## src/pkg/pll_synth_defines.svh

```systemverilog
// Constants for the parallel PLL synthesizer core
`ifndef PLL_SYNTH_DEFINES_SVH
`define PLL_SYNTH_DEFINES_SVH

// ----------------------------------------------------------------
// Widths
// ----------------------------------------------------------------
`define PLL_REF_W          14
`define PLL_FBV_W          14
`define PLL_FBC_W          15

// ----------------------------------------------------------------
// Reference divide ratios, one per select code
// ----------------------------------------------------------------
`define PLL_REF_RATIO_0    14'h0008
`define PLL_REF_RATIO_1    14'h0080
`define PLL_REF_RATIO_2    14'h0100
`define PLL_REF_RATIO_3    14'h0200
`define PLL_REF_RATIO_4    14'h0400
`define PLL_REF_RATIO_5    14'h0800
`define PLL_REF_RATIO_6    14'h096A
`define PLL_REF_RATIO_7    14'h2000

// ----------------------------------------------------------------
// Feedback offset and reset values
// ----------------------------------------------------------------
`define PLL_TR_OFFSET      15'h0358
`define PLL_FBC_RESET      15'h0000
`define PLL_REFC_RESET     14'h0000

`endif

```

## src/pkg/pll_synth_pkg.sv

```systemverilog
// Types shared by the synthesizer core files
package pll_synth_pkg;
   typedef logic [2:0]  ref_sel_t;
   typedef logic [13:0] fb_value_t;
   typedef logic [13:0] ref_count_t;
   typedef logic [14:0] fb_count_t;
endpackage

```

## src/rtl/pll_synth_core.sv

```systemverilog
// Digital core of a parallel-programmed PLL frequency synthesizer
//
// Functional notes
// - Reference divided by 8,128,256,512,1024,2048,2410 or 8192 per 3-bit select.
// - Feedback divider reloads parallel 14-bit value on the tick at a count of one; bit 0 is LSB.
// - Offset select low adds 856 to feedback value; high adds nothing.
// - Three-state output pulses negative when feedback is faster or leading.
// - Three-state output pulses positive when feedback is slower or lagging.
// - Three-state output floats when frequency and phase coincide.
// - Feedback faster or leading: feedback-side output low, reference-side high.
// - Feedback slower or lagging: reference-side output low, feedback-side high.
// - In lock both double-ended outputs pulse low together briefly each cycle.
// - Feedback divider output is driven buffered on its own pin.
// - Lock indicator high when locked, pulses low while out of lock.
`timescale 1ns/1ps
`include "pll_synth_defines.svh"

module pll_synth_core (
   // Clock and reset
   input  wire logic                      CLK_IN,
   input  wire logic                      RST_B_IN,
   // Loop and reference inputs
   input  wire logic                      FEEDBACK_IN,
   input  wire logic                      REF_OSC_INPUT_IN,
   // Static programming
   input  wire pll_synth_pkg::ref_sel_t   REF_DIV_SELECT_IN,
   input  wire pll_synth_pkg::fb_value_t  FEEDBACK_DIV_VALUE_IN,
   input  wire logic                      TR_OFFSET_SELECT_IN,
   // Single-ended three-state detector output
   output logic                           TRISTATE_PHASE_ERROR_OUT,
   output logic                           TRISTATE_PHASE_ERROR_OE_OUT,
   // Double-ended detector outputs, active low
   output logic                           PHASE_REF_B_OUT,
   output logic                           PHASE_FB_B_OUT,
   // Divider and lock outputs
   output logic                           FEEDBACK_DIV_OUT,
   output logic                           LOCK_INDICATOR_OUT
);
   import pll_synth_pkg::*;

   // ----------------------------------------------------------------
   // Reset release
   // ----------------------------------------------------------------
   logic rst_meta_q;
   logic rst_n_q;

   // Two flops so release is clean to the clock
   always_ff @(posedge CLK_IN or negedge RST_B_IN) begin
      if (!RST_B_IN) begin
         rst_meta_q <= 1'b0;
         rst_n_q    <= 1'b0;
      end else begin
         rst_meta_q <= 1'b1;
         rst_n_q    <= rst_meta_q;
      end
   end

   // ----------------------------------------------------------------
   // Input edge detection
   // ----------------------------------------------------------------
   logic fb_in_q;
   logic ref_in_q;
   logic fb_tick;
   logic ref_tick;

   // Inputs are synchronous; source rates must not exceed half of CLK_IN
   always_ff @(posedge CLK_IN or negedge rst_n_q) begin
      if (!rst_n_q) begin
         fb_in_q  <= 1'b0;
         ref_in_q <= 1'b0;
      end else begin
         fb_in_q  <= FEEDBACK_IN;
         ref_in_q <= REF_OSC_INPUT_IN;
      end
   end

   assign fb_tick  = FEEDBACK_IN && !fb_in_q;
   assign ref_tick = REF_OSC_INPUT_IN && !ref_in_q;

   // ----------------------------------------------------------------
   // Divide values
   // ----------------------------------------------------------------
   ref_count_t ref_ratio;
   fb_count_t  fb_value;

   always_comb begin
      case (REF_DIV_SELECT_IN)
         3'h0:    ref_ratio = `PLL_REF_RATIO_0;
         3'h1:    ref_ratio = `PLL_REF_RATIO_1;
         3'h2:    ref_ratio = `PLL_REF_RATIO_2;
         3'h3:    ref_ratio = `PLL_REF_RATIO_3;
         3'h4:    ref_ratio = `PLL_REF_RATIO_4;
         3'h5:    ref_ratio = `PLL_REF_RATIO_5;
         3'h6:    ref_ratio = `PLL_REF_RATIO_6;
         default: ref_ratio = `PLL_REF_RATIO_7;
      endcase
   end

   // offset adder
   // Extra bit keeps the largest sum from wrapping
   assign fb_value = {1'b0, FEEDBACK_DIV_VALUE_IN}
                     + (TR_OFFSET_SELECT_IN ? 15'h0000 : `PLL_TR_OFFSET);

   // ----------------------------------------------------------------
   // Dividers
   // ----------------------------------------------------------------
   logic ref_pulse;
   logic fb_pulse;
   logic fb_level;

   prog_divider #(
      .W (`PLL_REF_W)
   ) u_ref_div (
      .clk_in    (CLK_IN),
      .rst_n_in  (rst_n_q),
      .tick_in   (ref_tick),
      .load_in   (ref_ratio),
      .pulse_out (ref_pulse),
      .level_out ()
   );

   // values below 2 are not guarded; such a ratio divides by one
   prog_divider #(
      .W (`PLL_FBC_W)
   ) u_fb_div (
      .clk_in    (CLK_IN),
      .rst_n_in  (rst_n_q),
      .tick_in   (fb_tick),
      .load_in   (fb_value),
      .pulse_out (fb_pulse),
      .level_out (fb_level)
   );

   assign FEEDBACK_DIV_OUT = fb_level;

   // ----------------------------------------------------------------
   // Phase/frequency detector
   // ----------------------------------------------------------------
   logic up_q;
   logic dn_q;
   logic up_d;
   logic dn_d;

   // compare both divider outputs
   // Both set means coincidence; clearing after one cycle gives the
   // short common low pulse, and a new edge in that cycle still sets
   always_comb begin
      up_d = (up_q && !dn_q) || ref_pulse;
      dn_d = (dn_q && !up_q) || fb_pulse;
   end

   always_ff @(posedge CLK_IN or negedge rst_n_q) begin
      if (!rst_n_q) begin
         up_q <= 1'b0;
         dn_q <= 1'b0;
      end else begin
         up_q <= up_d;
         dn_q <= dn_d;
      end
   end

   always_ff @(posedge CLK_IN or negedge rst_n_q) begin
      if (!rst_n_q) begin
         TRISTATE_PHASE_ERROR_OUT    <= 1'b0;
         TRISTATE_PHASE_ERROR_OE_OUT <= 1'b0;
      end else begin
         TRISTATE_PHASE_ERROR_OUT    <= up_d && !dn_d;
         TRISTATE_PHASE_ERROR_OE_OUT <= up_d ^ dn_d;
      end
   end

   always_ff @(posedge CLK_IN or negedge rst_n_q) begin
      if (!rst_n_q) begin
         PHASE_REF_B_OUT <= 1'b1;
         PHASE_FB_B_OUT  <= 1'b1;
      end else begin
         PHASE_REF_B_OUT <= !up_d;
         PHASE_FB_B_OUT  <= !dn_d;
      end
   end

   // lock indicator
   // Common coincidence pulse is not an error, so lock stays high then
   always_ff @(posedge CLK_IN or negedge rst_n_q) begin
      if (!rst_n_q) begin
         LOCK_INDICATOR_OUT <= 1'b1;
      end else begin
         LOCK_INDICATOR_OUT <= !(up_d ^ dn_d);
      end
   end

   // ----------------------------------------------------------------
   // Checks
   // ----------------------------------------------------------------
   logic idle;
   assign idle = !up_q && !dn_q;

   ref_ratio_a : assert property (@(posedge CLK_IN) disable iff (!rst_n_q)
      REF_DIV_SELECT_IN == 3'h6 |-> ref_ratio == 14'h096A)
      else $error("reference ratio wrong for code six");

   offset_add_a : assert property (@(posedge CLK_IN) disable iff (!rst_n_q)
      !TR_OFFSET_SELECT_IN |-> fb_value == {1'b0, FEEDBACK_DIV_VALUE_IN} + 15'h0358)
      else $error("offset not added while select low");

   neg_pulse_a : assert property (@(posedge CLK_IN) disable iff (!rst_n_q)
      idle && fb_pulse && !ref_pulse |=> TRISTATE_PHASE_ERROR_OE_OUT
                                          && !TRISTATE_PHASE_ERROR_OUT)
      else $error("no negative pulse on leading feedback");

   pos_pulse_a : assert property (@(posedge CLK_IN) disable iff (!rst_n_q)
      idle && ref_pulse && !fb_pulse |=> TRISTATE_PHASE_ERROR_OE_OUT
                                          && TRISTATE_PHASE_ERROR_OUT)
      else $error("no positive pulse on lagging feedback");

   hiz_coincide_a : assert property (@(posedge CLK_IN) disable iff (!rst_n_q)
      idle && ref_pulse && fb_pulse |=> !TRISTATE_PHASE_ERROR_OE_OUT [*2])
      else $error("three-state output driven at coincidence");

   fb_side_low_a : assert property (@(posedge CLK_IN) disable iff (!rst_n_q)
      idle && fb_pulse && !ref_pulse |=> !PHASE_FB_B_OUT && PHASE_REF_B_OUT)
      else $error("feedback-side output not low on leading feedback");

   ref_side_low_a : assert property (@(posedge CLK_IN) disable iff (!rst_n_q)
      idle && ref_pulse && !fb_pulse |=> !PHASE_REF_B_OUT && PHASE_FB_B_OUT)
      else $error("reference-side output not low on lagging feedback");

   both_pulse_a : assert property (@(posedge CLK_IN) disable iff (!rst_n_q)
      idle && ref_pulse && fb_pulse |=> (!PHASE_REF_B_OUT && !PHASE_FB_B_OUT)
                                        ##1 (PHASE_REF_B_OUT && PHASE_FB_B_OUT))
      else $error("coincidence pulse not one cycle on both outputs");

   fb_buffer_a : assert property (@(posedge CLK_IN) disable iff (!rst_n_q)
      $rose(FEEDBACK_DIV_OUT) |-> $past(fb_pulse, 1) == 1'b0 && fb_pulse)
      else $error("buffered output not aligned with detector pulse");

   lock_low_a : assert property (@(posedge CLK_IN) disable iff (!rst_n_q)
      idle && (ref_pulse != fb_pulse) |=> !LOCK_INDICATOR_OUT)
      else $error("lock indicator high during one-sided error");

endmodule

```

## src/rtl/prog_divider.sv

```systemverilog
// Programmable divide-by-value counter with reload at terminal count
`timescale 1ns/1ps
`include "pll_synth_defines.svh"

module prog_divider #(
   parameter int W = 14
) (
   // Clock and reset
   input  wire logic         clk_in,
   input  wire logic         rst_n_in,
   // Count source and ratio
   input  wire logic         tick_in,
   input  wire logic [W-1:0] load_in,
   // Divided outputs
   output logic              pulse_out,
   output logic              level_out
);

   logic [W-1:0] cnt_q;
   logic         term;

   // Last tick of a full count cycle
   assign term = tick_in && (cnt_q <= W'(1));

   // reload from inputs
   // Reload picks up the inputs live, so a change takes effect at the next terminal count
   always_ff @(posedge clk_in or negedge rst_n_in) begin
      if (!rst_n_in) begin
         cnt_q <= '0;
      end else if (term) begin
         cnt_q <= load_in;
      end else if (tick_in) begin
         cnt_q <= cnt_q - W'(1);
      end
   end

   always_ff @(posedge clk_in or negedge rst_n_in) begin
      if (!rst_n_in) begin
         pulse_out <= 1'b0;
      end else begin
         pulse_out <= term;
      end
   end

   // Level high for one source period after terminal count
   always_ff @(posedge clk_in or negedge rst_n_in) begin
      if (!rst_n_in) begin
         level_out <= 1'b0;
      end else if (tick_in) begin
         level_out <= term;
      end
   end

   reload_value_a : assert property (@(posedge clk_in) disable iff (!rst_n_in)
      term |=> cnt_q == $past(load_in))
      else $error("divider did not reload programmed value");

   term_pulse_a : assert property (@(posedge clk_in) disable iff (!rst_n_in)
      tick_in && cnt_q > W'(1) |=> !pulse_out && cnt_q == $past(cnt_q) - W'(1))
      else $error("divider pulsed or miscounted before terminal count");

endmodule

```

## config.mk

```make
export PLATFORM = sky130hd
export DESIGN_NAME = pll_synth_core
export DESIGN_NICKNAME = d
export VERILOG_FILES = /design/src/pkg/pll_synth_pkg.sv /design/src/rtl/pll_synth_core.sv /design/src/rtl/prog_divider.sv
export VERILOG_INCLUDE_DIRS = /design/src /design/src/pkg
export SDC_FILE = /design/constraint.sdc
export NUM_CORES = 1
export LEC_CHECK = 0
export BUFFER_PORTS_ARGS = -buffer_cell sky130_fd_sc_hd__buf_4
export CAP_MARGIN = 20
export CORE_MARGIN = 5
export CORE_UTILIZATION = 60
export DETAILED_ROUTE_END_ITERATION = 12
export PLACE_DENSITY_LB_ADDON = 0.15
export SYNTH_ARGS = -nofsm -noshare
export SYNTH_HDL_FRONTEND = slang
export SYNTH_SLANG_ARGS = --single-unit
```

## constraint.sdc

```tcl
create_clock -name CLK_IN -period 2.8 [get_ports CLK_IN]
set_clock_uncertainty 0.05 [all_clocks]
set_input_delay 0.14 -clock CLK_IN [delete_from_list [all_inputs] [get_ports CLK_IN]]
set_output_delay 0.14 -clock CLK_IN [all_outputs]
set_load 0.05 [all_outputs]
```

Word level (Yosys, flattened, before mapping)
Index checks and enable logic that the tools add are counted.
W data, S select, Z words.

word-level totals
  flip-flop bits (word level) = 43
  input bits = 22
  output and inout port bits = 6
  word-level logic and storage cells = 53

operators by class
  add/sub/neg operators = 3
  order comparisons = 2
  eq/ne operators = 6
  multiplexer cells = 6
  bitwise gates (word level) = 1
  reduce and logical (&&, ||, !) cells = 19

operators by type and width
  operator                 number
  $pmux W14 S7             1
  $mux W15                 2
  $mux W14                 2
  $add A14 B10 Y15         1
  $le A15 B1 Y1 const B    1
  $sub A15 B1 Y15 const B  1
  $le A14 B1 Y1 const B    1
  $sub A14 B1 Y14 const B  1
  $mux W10                 1
  $eq A3 B3 Y1 const B     3
  $logic_and A1 B1 Y1      7
  $logic_not A1 Y1         7
  $eq A3 B2 Y1 const B     2
  $reduce_bool A2 Y1       2
  $eq A3 B1 Y1 const B     1
  $logic_not A3 Y1         1
  $logic_or A1 B1 Y1       2
  $xor A1 B1 Y1            1

Depth between registers and ports, before layout
Gate-level depths: netlist of the first run.

  depth after elaboration = 5
  depth in mapped cells = 8
  mapped depth without buffers = 8

By module
A second synthesis of the first run with hierarchy kept.

second synthesis, totals
  cell total of the unflattened synthesis = 308
  area total of the unflattened synthesis = 2819.0 sq um

by module, submodules not included
  module                    times used  cells each  area an instance (sq um)  seq. area each (sq um)
  prog_divider (u_fb_div)   1           128         1114.8                    425.4
  prog_divider (u_ref_div)  1           107         967.2                     400.4
  pll_synth_core            1           73          737.0                     279.0

Worst setup path before layout of the first run
OpenSTA, ideal clock, no wires.

  path kind = register to register
  from = register u_ref_div.cnt_q[11]
  to = register u_ref_div.cnt_q[0]
  setup time = 125 ps
  data arrival time = 1888 ps
  required time = 2625 ps
  setup slack = 737 ps
  stages on the path, launching flop included = 7
  path buffers = 1
  clock period less this slack = 2063 ps
  path through = dfrtp_1 -> or4_1 -> or4_1 -> buf_6 -> nor2_8 -> nor2_4 -> mux2_2

on the way
  longest elaborated chain between the ends = 3
  elaborated cells between the ends (all ways) = 4
  those cells by class = order compare (1); mux (1); reduce/logical (2)

RTL lines
  element                                                RTL line            RTL
  start: declaration                                     prog_divider.sv:19  logic [W-1:0] cnt_q;
  start signal: assignment                               prog_divider.sv:31  cnt_q <= load_in;
  start signal: assignment                               prog_divider.sv:33  cnt_q <= cnt_q - W'(1);
  $le A14 B1 Y1 (*)                                      prog_divider.sv:23  assign term = tick_in && (cnt_q <= W'(1));
  $logic_and A1 B1 Y1 (*)                                prog_divider.sv:23
  $mux W14 / $reduce_bool A2 Y1 (equally long branches)  n/a

Every way passes the cells marked *; elsewhere a longest branch is shown, timed or not.
A chain may end at the register's enable or synchronous reset.

Worst setup path in the final report of the first run
  from = register u_fb_div.cnt_q[3]
  to = register u_fb_div.cnt_q[3]

on the way
  longest elaborated chain between the ends = 3
  elaborated cells between the ends (all ways) = 6
  those cells by class = add/sub (1); order compare (1); mux (2); reduce/logical (2)

RTL lines
  element                                                  RTL line
  start: declaration                                       prog_divider.sv:19
  start signal: assignment                                 prog_divider.sv:31
  start signal: assignment                                 prog_divider.sv:33
  $sub A15 B1 Y15 / $le A15 B1 Y1 (equally long branches)  prog_divider.sv:33, prog_divider.sv:23
  $mux W15 / $logic_and A1 B1 Y1 (equally long branches)   prog_divider.sv:32, prog_divider.sv:23
  $mux W15 / $reduce_bool A2 Y1 (equally long branches)    n/a

Parallel ways exist; a longest one is shown, timed or not. The select of a mux whose other input is x is not followed.

==> results.md, run 1 <==
- FMAX: 408 MHz
- Wirelength per Cell: 16.4 um
- Setup bufs post-CTS: 0
- RSZ-0062 raised after global routing: false
- GRT Total Usage: 0.226
- Pin count of the biggest net entering global routing: 25
- N_diodes: 0
- Commonest cells in the synthesized netlist: 40 x dfrtp_1, 22 x nor2_1, 18 x a21oi_1
- Reg2reg path depth: 5
- H-tree depth: 2
- Sink Count: 43
- Worst Setup End Kind: flop
- Critical path's top delay family: simple AND/OR/NAND/NOR gates
- Row count: 23
- DRC errors left: 0
- Design area: 2970 sq um
- Outcome: finished clean
- Reg-to-reg endpoint: u_fb_div.cnt_q[3]
- Clock latency at the later pin of the worst-skew pair: 0.31 ns
- Tightest Hold Check Type: in2reg
- CP bufs+invs: 0
- Yosys warning total: 0
- CP Launch Type: flop
- Number of global-route vias before repair: 2129
- Die Wd: 75.3 um
- Critical path data arrival time: 2.57 ns
- TritonCTS buffer count: 5
- Cell with the most instances after synthesis: dfrtp_1
- Max incr delay on CP: 0.55 ns
- Total Nets Final: 331
- DP HPWL: 4.32 mm
- First-pass GRT wire length: 9.74 mm
- Max VDD drop: 0.390 mV
- Grt total ovfl: 0
- Starting DRT DRC Count: 127
- Area contributors post-synth: dfrtp_1 39%, ha_1 4.9%, a21oi_1 3.5%
- Tmin final: 2.45 ns
- I/O pin count: 28
- Drt first pass iters: 4
- Setup violators final: 0
- Main synth FF type: dfrtp_1
- PD cells: 841 nW/um^2
- Syn_nets: 298
- Synth Instances: 265
- Flops & latches, synth: 43
- Worst path required time: 2.92 ns
- Max Buffers Root-to-Sink: 2
- Setup TNS: 0 ns
- Pleak: 1.32 nW
- Layout cells sized above 1: 0.177
- Hold_ws: 0.00820 ns
- Critical Path Slowest Stage Cell: nand4_1
- Post-synthesis sequential area ratio: 0.423
- Total of max-cap violations: 0
- Placeable Area: 4060 sq um
- Clock Root Buffer: clkbuf_8
- Filler cells: 309
- Cell variety after synth: 62
- Via density: 6.14
- Worst reg-to-reg setup slack: 0.35 ns
- Placer congestion estimate: 0.942
- Max FO, Critical Path: 12
- Grt peak-use layer: met2
- Levels on crit path: 5
- Max-slew violation count: 0
- Vias: 2144
- Clock slew at reported path FFs: 0.09 ns
- Antenna violations before repair: 0
- Slew HR: 0.466
- CP Cell Sequence: or3_1 > nor4_2 > nand4_1 > nor2_1 > a21oi_1
- Remaining antenna violation count: 0
- Die Height: 75.3 um
- Top-area cell type share of the netlist area: 0.392
- Pin slew with the least headroom to its limit: 0.802 ns
- P&R area growth vs syn: 16.1%
- Starting Density: 0.630
- Port buffer count: 27
- Crit share post-route: 0.874
- Cell Area, Synth: 2550 sq um
- CP Launch Point: u_fb_div.cnt_q[3]
- Number of enable flip-flop cells after synthesis: 0
- Die ar.: 5660 sq um
- Placed cell area: 2820 sq um
- Worst Setup EP: u_fb_div.cnt_q[3]
- CTS tree: done
- Met3 usage: 0.0414
- Post-synth top area cell: dfrtp_1
- GR met1 Demand/Resource: 0.261
- Drt total wl: 5.72 mm
- Global Route met2 Usage: 0.426
- Syn_area_per_cell: 9.64 sq um
- Ys async rst share: 1.00
- R2r startpoint: u_fb_div.cnt_q[3]
- Final Hold Viols: 0
- Crit path kind: reg2reg
routing by layer:
layer / vias up / share of wire
met1: 1020 / 0.41
met4: 0 / 0.012
li1: 1048 / -
met3: 9 / 0.051
met5: - / 0
met2: 67 / 0.53
metrics by stage:
stage,util,setup WS (ns),std cells,power (W)
2_1_floorplan,-,0.737,265,0.00172
3_3_place_gp,0.695,0.502,338,0.00195
3_5_place_dp,0.695,0.402,338,0.00198
4_1_cts,0.731,0.374,349,0.00249
5_1_grt,0.731,0.128,349,0.00265
6_report,0.731,0.352,349,0.00249
state kept, by name (all words and copies together) (netlist names):
name and flops:
TRISTATE_PHASE_ERROR_OUT 1, u_ref_div.pulse_out 1, up_q 1, ref_in_q 1, PHASE_FB_B_OUT 1, rst_n_q 1, TRISTATE_PHASE_ERROR_OE_OUT 1, PHASE_REF_B_OUT 1
rst_meta_q 1, u_fb_div.cnt_q 15, dn_q 1, u_fb_div.level_out 1, u_ref_div.cnt_q 14, u_fb_div.pulse_out 1, fb_in_q 1, LOCK_INDICATOR_OUT 1
worst min-delay path, cell delays in order:
cell and delay [ns]:
buf_4 0.08, a22oi_1 0.05, o21ai_0 0.06
timing repair:
action	4_1_cts	5_1_grt
hold endpoints to repair	4	0
gates resized for setup	0	0
hold buffers	3	0
report_power, final:
group / switching [W] / internal [W]
combinational: 0.000521 / 0.000386
clock: 0.000231 / 0.000269
sequential: 0.000249 / 0.000838
worst min-delay path by stage:
| stage | startpoint | end | slack, ns | cells past startpoint |
|---|---|---|---|---|
| detailed placement | RST_B_IN | rst_meta_q | -0.12 | 1 |
| global placement | RST_B_IN | rst_meta_q | -0.13 | 1 |
| global route | FEEDBACK_DIV_VALUE_IN[1] | u_fb_div.cnt_q[1] | 0.02 | 3 |
| finish | FEEDBACK_DIV_VALUE_IN[1] | u_fb_div.cnt_q[1] | 0.008 | 3 |
| CTS | FEEDBACK_DIV_VALUE_IN[1] | u_fb_div.cnt_q[1] | 0.007 | 3 |
| floorplan | RST_B_IN | rst_meta_q | -0.21 | 0 |
layout by cell type, fill, tap and decap left out, types with 4 or more instances in the layout:
| master | synthesis | routed |
|---|---|---|
| o21ai_0 | 9 | 9 |
| nor3b_1 | 4 | 4 |
| nor2_1 | 22 | 22 |
| nor2b_1 | 5 | 5 |
| buf_4 | 0 | 30 |
| o31ai_1 | 4 | 4 |
| xor2_1 | 8 | 8 |
| a21o_1 | 4 | 4 |
| a21oi_1 | 18 | 18 |
| a31oi_1 | 4 | 4 |
| ha_1 | 10 | 10 |
| nand3_1 | 12 | 12 |
| dfrtp_1 | 40 | 40 |
| a22oi_1 | 4 | 4 |
| xnor2_1 | 8 | 8 |
| nand2_1 | 16 | 16 |
| nor4_1 | 7 | 7 |
| inv_1 | 12 | 12 |
| clkbuf_8 | 0 | 5 |
| nor3_1 | 6 | 6 |
area by class of cell:
| class | instances | area [sq um] | area share |
|---|---|---|---|
| Clock buffer | 5 | 68.8 | 0.0232 |
| Clock inverter | 3 | 46.3 | 0.0156 |
| Inverter | 12 | 45.0 | 0.0152 |
| Multi-Input combinational cell | 202 | 1390 | 0.468 |
| Sequential cell | 43 | 1080 | 0.364 |
| Tap cell | 50 | 62.6 | 0.0211 |
| Timing Repair Buffer | 34 | 275 | 0.0928 |
cell families after synthesis:
| family | share of synthesized area |
|---|---|
| AND/OR/NAND/NOR | 0.235 |
| other | 0.00147 |
| adder cells (fa/ha/maj) | 0.0568 |
| AO/OA/AOI/OAI | 0.183 |
| multiplexers | 0.0127 |
| buffers and inverters | 0.0338 |
| XOR/XNOR | 0.0549 |
| flip-flops | 0.423 |
No activity file was read; power rests on OpenSTA's default activity.
==> run 2, diff against run 1 <==
--- a/config.mk
+++ b/config.mk
@@ -9,7 +9,7 @@
 export BUFFER_PORTS_ARGS = -buffer_cell sky130_fd_sc_hd__buf_4
 export CAP_MARGIN = 20
 export CORE_MARGIN = 5
-export CORE_UTILIZATION = 60
+export CORE_UTILIZATION = 58
 export DETAILED_ROUTE_END_ITERATION = 12
 export PLACE_DENSITY_LB_ADDON = 0.15
 export SYNTH_ARGS = -nofsm -noshare
==> constraint.sdc (replaced) <==
create_clock -name CLK_IN -period 2.75 [get_ports CLK_IN]
set_clock_uncertainty 0.05 [all_clocks]
set_input_delay 0.1375 -clock CLK_IN [delete_from_list [all_inputs] [get_ports CLK_IN]]
set_output_delay 0.1375 -clock CLK_IN [all_outputs]
set_load 0.05 [all_outputs]
==> results.md, run 2 (synthesized netlist as in run 1, its figures left out) <==
- Top reg by flops: u_fb_div.cnt_q
- Die Height: 76.4 um
- Clock slew at reported path FFs: 0.08 ns
- Drt first pass iters: 4
- Pin count of the biggest net entering global routing: 28
- Wirelength per Cell: 15.5 um
- Total Nets Final: 331
- Pre-CTS setup slack: 0.367 ns
- Startpoint of the worst hold path: FEEDBACK_DIV_VALUE_IN[1]
- Placeable Area: 4320 sq um
- Worst Setup End Kind: flop
- Setup violators final: 0
- CP Launch Type: flop
- Remaining antenna violation count: 0
- Port buffer count: 27
- H-tree depth: 2
- Most frequent cells in the layout: 40 x dfrtp_1, 30 x buf_4, 22 x nor2_1
- Pleak: 1.30 nW
- Sink Count: 43
- Placer congestion estimate: 0.932
- Crit share post-route: 0.896
- Die Wd: 76.4 um
- Final Power: 0.00242 W
- Layout Utilization: 0.681
- Max VDD drop: 0.420 mV
- Tightest Hold Check Type: in2reg
- Max-slew violation count: 0
- P&R area growth vs syn: 15.3%
- Setup TNS: 0 ns
- I/O pin count: 28
- Max incr delay on CP: 0.58 ns
- Total of max-cap violations: 0
- Vias: 2123
- Row count: 24
- Critical path data arrival time: 2.59 ns
- RSZ-0062 raised after global routing: false
- Number of global-route vias before repair: 2097
- Biggest regs: u_fb_div.cnt_q: 15 flops, u_ref_div.cnt_q: 14 flops
- Most common library cell in the layout ignoring fill and taps: dfrtp_1
- Hold_ws: 0.0312 ns
- DP HPWL: 4.20 mm
- Via density: 6.05
- Pin slew with the least headroom to its limit: 0.731 ns
- CP Launch Point: u_fb_div.cnt_q[8]
- Outcome: finished clean
- CTS resizes: 0
- Starting DRT DRC Count: 81
- Max FO, Critical Path: 12
- TritonCTS buffer count: 5
- DRC errors left: 0
- N_diodes: 0
- Worst path required time: 2.88 ns
- Drt total wl: 5.44 mm
- Grt total ovfl: 0
- FMAX: 406 MHz
- R2r startpoint: u_fb_div.cnt_q[8]
- Starting Density: 0.591
- PD cells: 822 nW/um^2
- Worst reg-to-reg setup slack: 0.29 ns
- Final Hold Viols: 0
- Tmin final: 2.46 ns
- Crit path kind: reg2reg
- CP Cell Sequence: or4_4 > nor3_2 > nand4_1 > a31oi_1 > a21oi_1
- Critical Path Slowest Stage Cell: or4_4
- Die ar.: 5830 sq um
- Layout cells sized above 1: 0.177
- Max reg flops: 15
- Clock latency at the later pin of the worst-skew pair: 0.30 ns
- Final worst slack: 0.286 ns
- Slew HR: 0.508
- First-pass GRT wire length: 9.52 mm
- Max Buffers Root-to-Sink: 2
- Clock Root Buffer: clkbuf_8
- GRT Total Usage: 0.198
- Antenna violations before repair: 0
- CTS tree: done
run 2: metrics by stage:
step	cells	instance area [sq um]
global route	351	2950
CTS	351	2950
finish	351	2950
detailed placement	340	2820
global placement	340	2820
floorplan	265	2550
run 2: where the power goes:
group	internal (W)	total (W)	switching, W
clock network	0.000182	0.000415	0.000234
logic	0.000394	0.000912	0.000518
registers	0.000854	0.00109	0.000240
total	0.00143	0.00242	0.000992
run 2: final timing paths:
path | end | cells after the start
min in group asynchronous | rst_n_q | 2
setup / recovery | u_fb_div.cnt_q[14] | 5
setup reg to reg | u_fb_div.cnt_q[14] | 5
max in group asynchronous | u_fb_div.cnt_q[1] | 1
hold / removal | u_fb_div.cnt_q[1] | 3
hold reg to reg | TRISTATE_PHASE_ERROR_OE_OUT | 0
run 2: cell type report:
cell class | count | area, sq um
Timing Repair Buffer | 34 | 275
Inverter | 12 | 45.0
Multi-Input combinational cell | 202 | 1390
Sequential cell | 43 | 1080
Clock inverter | 3 | 23.8
Clock buffer | 5 | 68.8
Fill cell | 365 | 1380
Tap cell | 52 | 65.1
run 2: routing by layer:
metal | share of wire | track usage
met2 | 0.52 | 0.338
met3 | 0.040 | 0.0390
met5 | 0 | 0
met4 | 0.023 | 0.0769
met1 | 0.42 | 0.246
run 2: critical path: cells and delay by family, from the launching register on:
family	cells	cell delay, ns
compound gates	2	0.38
flops	1	0.43
simple gates	3	1.48
run 2: what timing repair did:
| action | 4_1_cts | 5_1_grt |
|---|---|---|
| endpoints found under the hold margin | 4 | 0 |
| hold buffers | 3 | 0 |
| buffers inserted | 0 | 0 |
==> run 3, diff against run 2 <==
--- a/config.mk
+++ b/config.mk
@@ -11,7 +11,7 @@
 export CORE_MARGIN = 5
 export CORE_UTILIZATION = 58
 export DETAILED_ROUTE_END_ITERATION = 12
-export PLACE_DENSITY_LB_ADDON = 0.15
+export PLACE_DENSITY = 0.91
 export SYNTH_ARGS = -nofsm -noshare
 export SYNTH_HDL_FRONTEND = slang
 export SYNTH_SLANG_ARGS = --single-unit
==> results.md, run 3 (synthesized netlist as in run 1, its figures left out) <==
- Outcome: finished clean
- Tmin final: 2.41 ns
- CTS tree: done
- Max-slew violation count: 0
- Sink Count: 43
- Crit path kind: reg2reg
- Critical path data arrival time: 2.56 ns
- Clock slew at reported path FFs: 0.09 ns
- Seq pwr share: 0.428
- CP Launch Type: flop
- Most frequent cells in the layout: 40 x dfrtp_1, 33 x buf_4, 22 x nor2_1
- Worst path required time: 2.90 ns
- PD cells: 859 nW/um^2
- Reg-to-reg endpoint: u_ref_div.cnt_q[5]
- Row count: 24
- Hold EP: u_fb_div.cnt_q[1]
- Reg2reg path depth: 7
- Design area: 3000 sq um
- CP Launch Point: u_ref_div.cnt_q[1]
- Via density: 6.26
- DP HPWL: 4.27 mm
- Pleak: 1.34 nW
- Pin count of the biggest net entering global routing: 24
- Drt total wl: 5.79 mm
- Max FO, Critical Path: 7
- Tightest Hold Check Type: in2reg
- Hold_ws: 0.0343 ns
- Port buffer count: 27
- FMAX: 414 MHz
- N_diodes: 0
- Vias: 2217
- P&R area growth vs syn: 17.3%
- TritonCTS buffer count: 5
- Antenna violations before repair: 0
- Final Power: 0.00258 W
- Die ar.: 5830 sq um
- Die Wd: 76.4 um
- Starting Density: 0.591
- GRT Total Usage: 0.201
- Total of max-cap violations: 0
- Int Pwr: 0.00156 W
- Setup bufs post-CTS: 0
- Final Hold Viols: 0
- Clock latency at the later pin of the worst-skew pair: 0.30 ns
- Filler cells: 345
- Placer congestion estimate: 0.968
- Max VDD drop: 0.415 mV
- Worst Setup End Kind: flop
- Biggest regs: u_fb_div.cnt_q: 15 flops, u_ref_div.cnt_q: 14 flops
- H-tree depth: 2
- Layout cells sized above 1: 0.185
- Worst reg-to-reg setup slack: 0.34 ns
- Hold Path Stages: 3
- Placed cell area: 2850 sq um
- R2r startpoint: u_ref_div.cnt_q[1]
- Starting DRT DRC Count: 177
- Drt first pass iters: 4
- Placeable Area: 4320 sq um
- Max reg flops: 15
- Hold Buf Count CTS: 3
- Max Buffers Root-to-Sink: 2
- Setup violators final: 0
- Switching power: 0.00102 W
- DRC errors left: 0
- Crit share post-route: 0.878
- CTS resizes: 0
- Pin slew with the least headroom to its limit: 0.785 ns
- Number of global-route vias before repair: 2077
- Logic pwr share: 0.369
- Grt total ovfl: 0
- Setup TNS: 0 ns
- Top reg by flops: u_fb_div.cnt_q
- Wirelength per Cell: 16.3 um
- Most common library cell in the layout ignoring fill and taps: dfrtp_1
- Slew HR: 0.477
- Clock Root Buffer: clkbuf_8
- First-pass GRT wire length: 9.68 mm
- RSZ-0062 raised after global routing: false
- Total Nets Final: 334
- Clock power share: 0.203
- Startpoint of the worst hold path: FEEDBACK_DIV_VALUE_IN[1]
- Remaining antenna violation count: 0
- Die Height: 76.4 um
- I/O pin count: 28
- Sw frac: 0.395
==> run 3: cell count changes in the layout (fill, tap and decap cells not counted), sizes merged <==
cell	change
buf	+3
bufinv	+1
clkinvlp	-2
clkbuf	+1
==> run 3: layout make-up <==
cell class	count	area [sq um]	share of cell area
Clock buffer	6	82.6	0.0275
Inverter	12	45.0	0.0150
Timing Repair Buffer	37	298	0.0993
Clock inverter	2	38.8	0.0129
Multi-Input combinational cell	202	1390	0.463
Tap cell	52	65.1	0.0217
Sequential cell	43	1080	0.360
==> run 3: routing by layer <==
metal / vias up / part of all wire / GRT usage
met5: - / 0 / 0
met4: 0 / 0.012 / 0.0507
met3: 7 / 0.075 / 0.0414
met2: 89 / 0.47 / 0.319
met1: 1064 / 0.45 / 0.281
li1: 1057 / - / -
==> run 3: worst max-delay path by stage <==
stage | slack [ns] | end
6_report | 0.34 | u_ref_div.cnt_q[5]
3_3_place_gp | 0.45 | u_fb_div.cnt_q[2]
4_1_cts | 0.38 | u_ref_div.cnt_q[5]
2_1_floorplan | 0.69 | u_ref_div.cnt_q[0]
5_1_grt | 0.24 | u_ref_div.cnt_q[5]
3_5_place_dp | 0.42 | u_fb_div.cnt_q[2]
==> run 3: power groups by stage <==
stage | sequential, W | combinational (W) | clock, W
floorplan | 0.00114 | 0.000604 | 0
global placement | 0.00109 | 0.000911 | 0
detailed placement | 0.00110 | 0.000925 | 0
CTS | 0.00110 | 0.000941 | 0.000532
global route | 0.00114 | 0.00105 | 0.000560
finish | 0.00110 | 0.000951 | 0.000523
==> run 3: worst max-delay path, stage by stage (launching register included) <==
cell      delay [ns]
dfrtp_1         0.41
inv_1           0.14
ha_1            0.30
nor2_1          0.11
or4_1           0.67
o21bai_1        0.24
a21oi_1         0.09
a311oi_1        0.29
==> run 3: stage by stage <==
step                      setup slack (ns)   util  cells
after floorplan                      0.687      -    265
after global placement               0.448  0.658    343
after detailed placement             0.424  0.658    343
after CTS                            0.383  0.693    354
after global routing                 0.245  0.693    354
final                                0.337  0.693    354
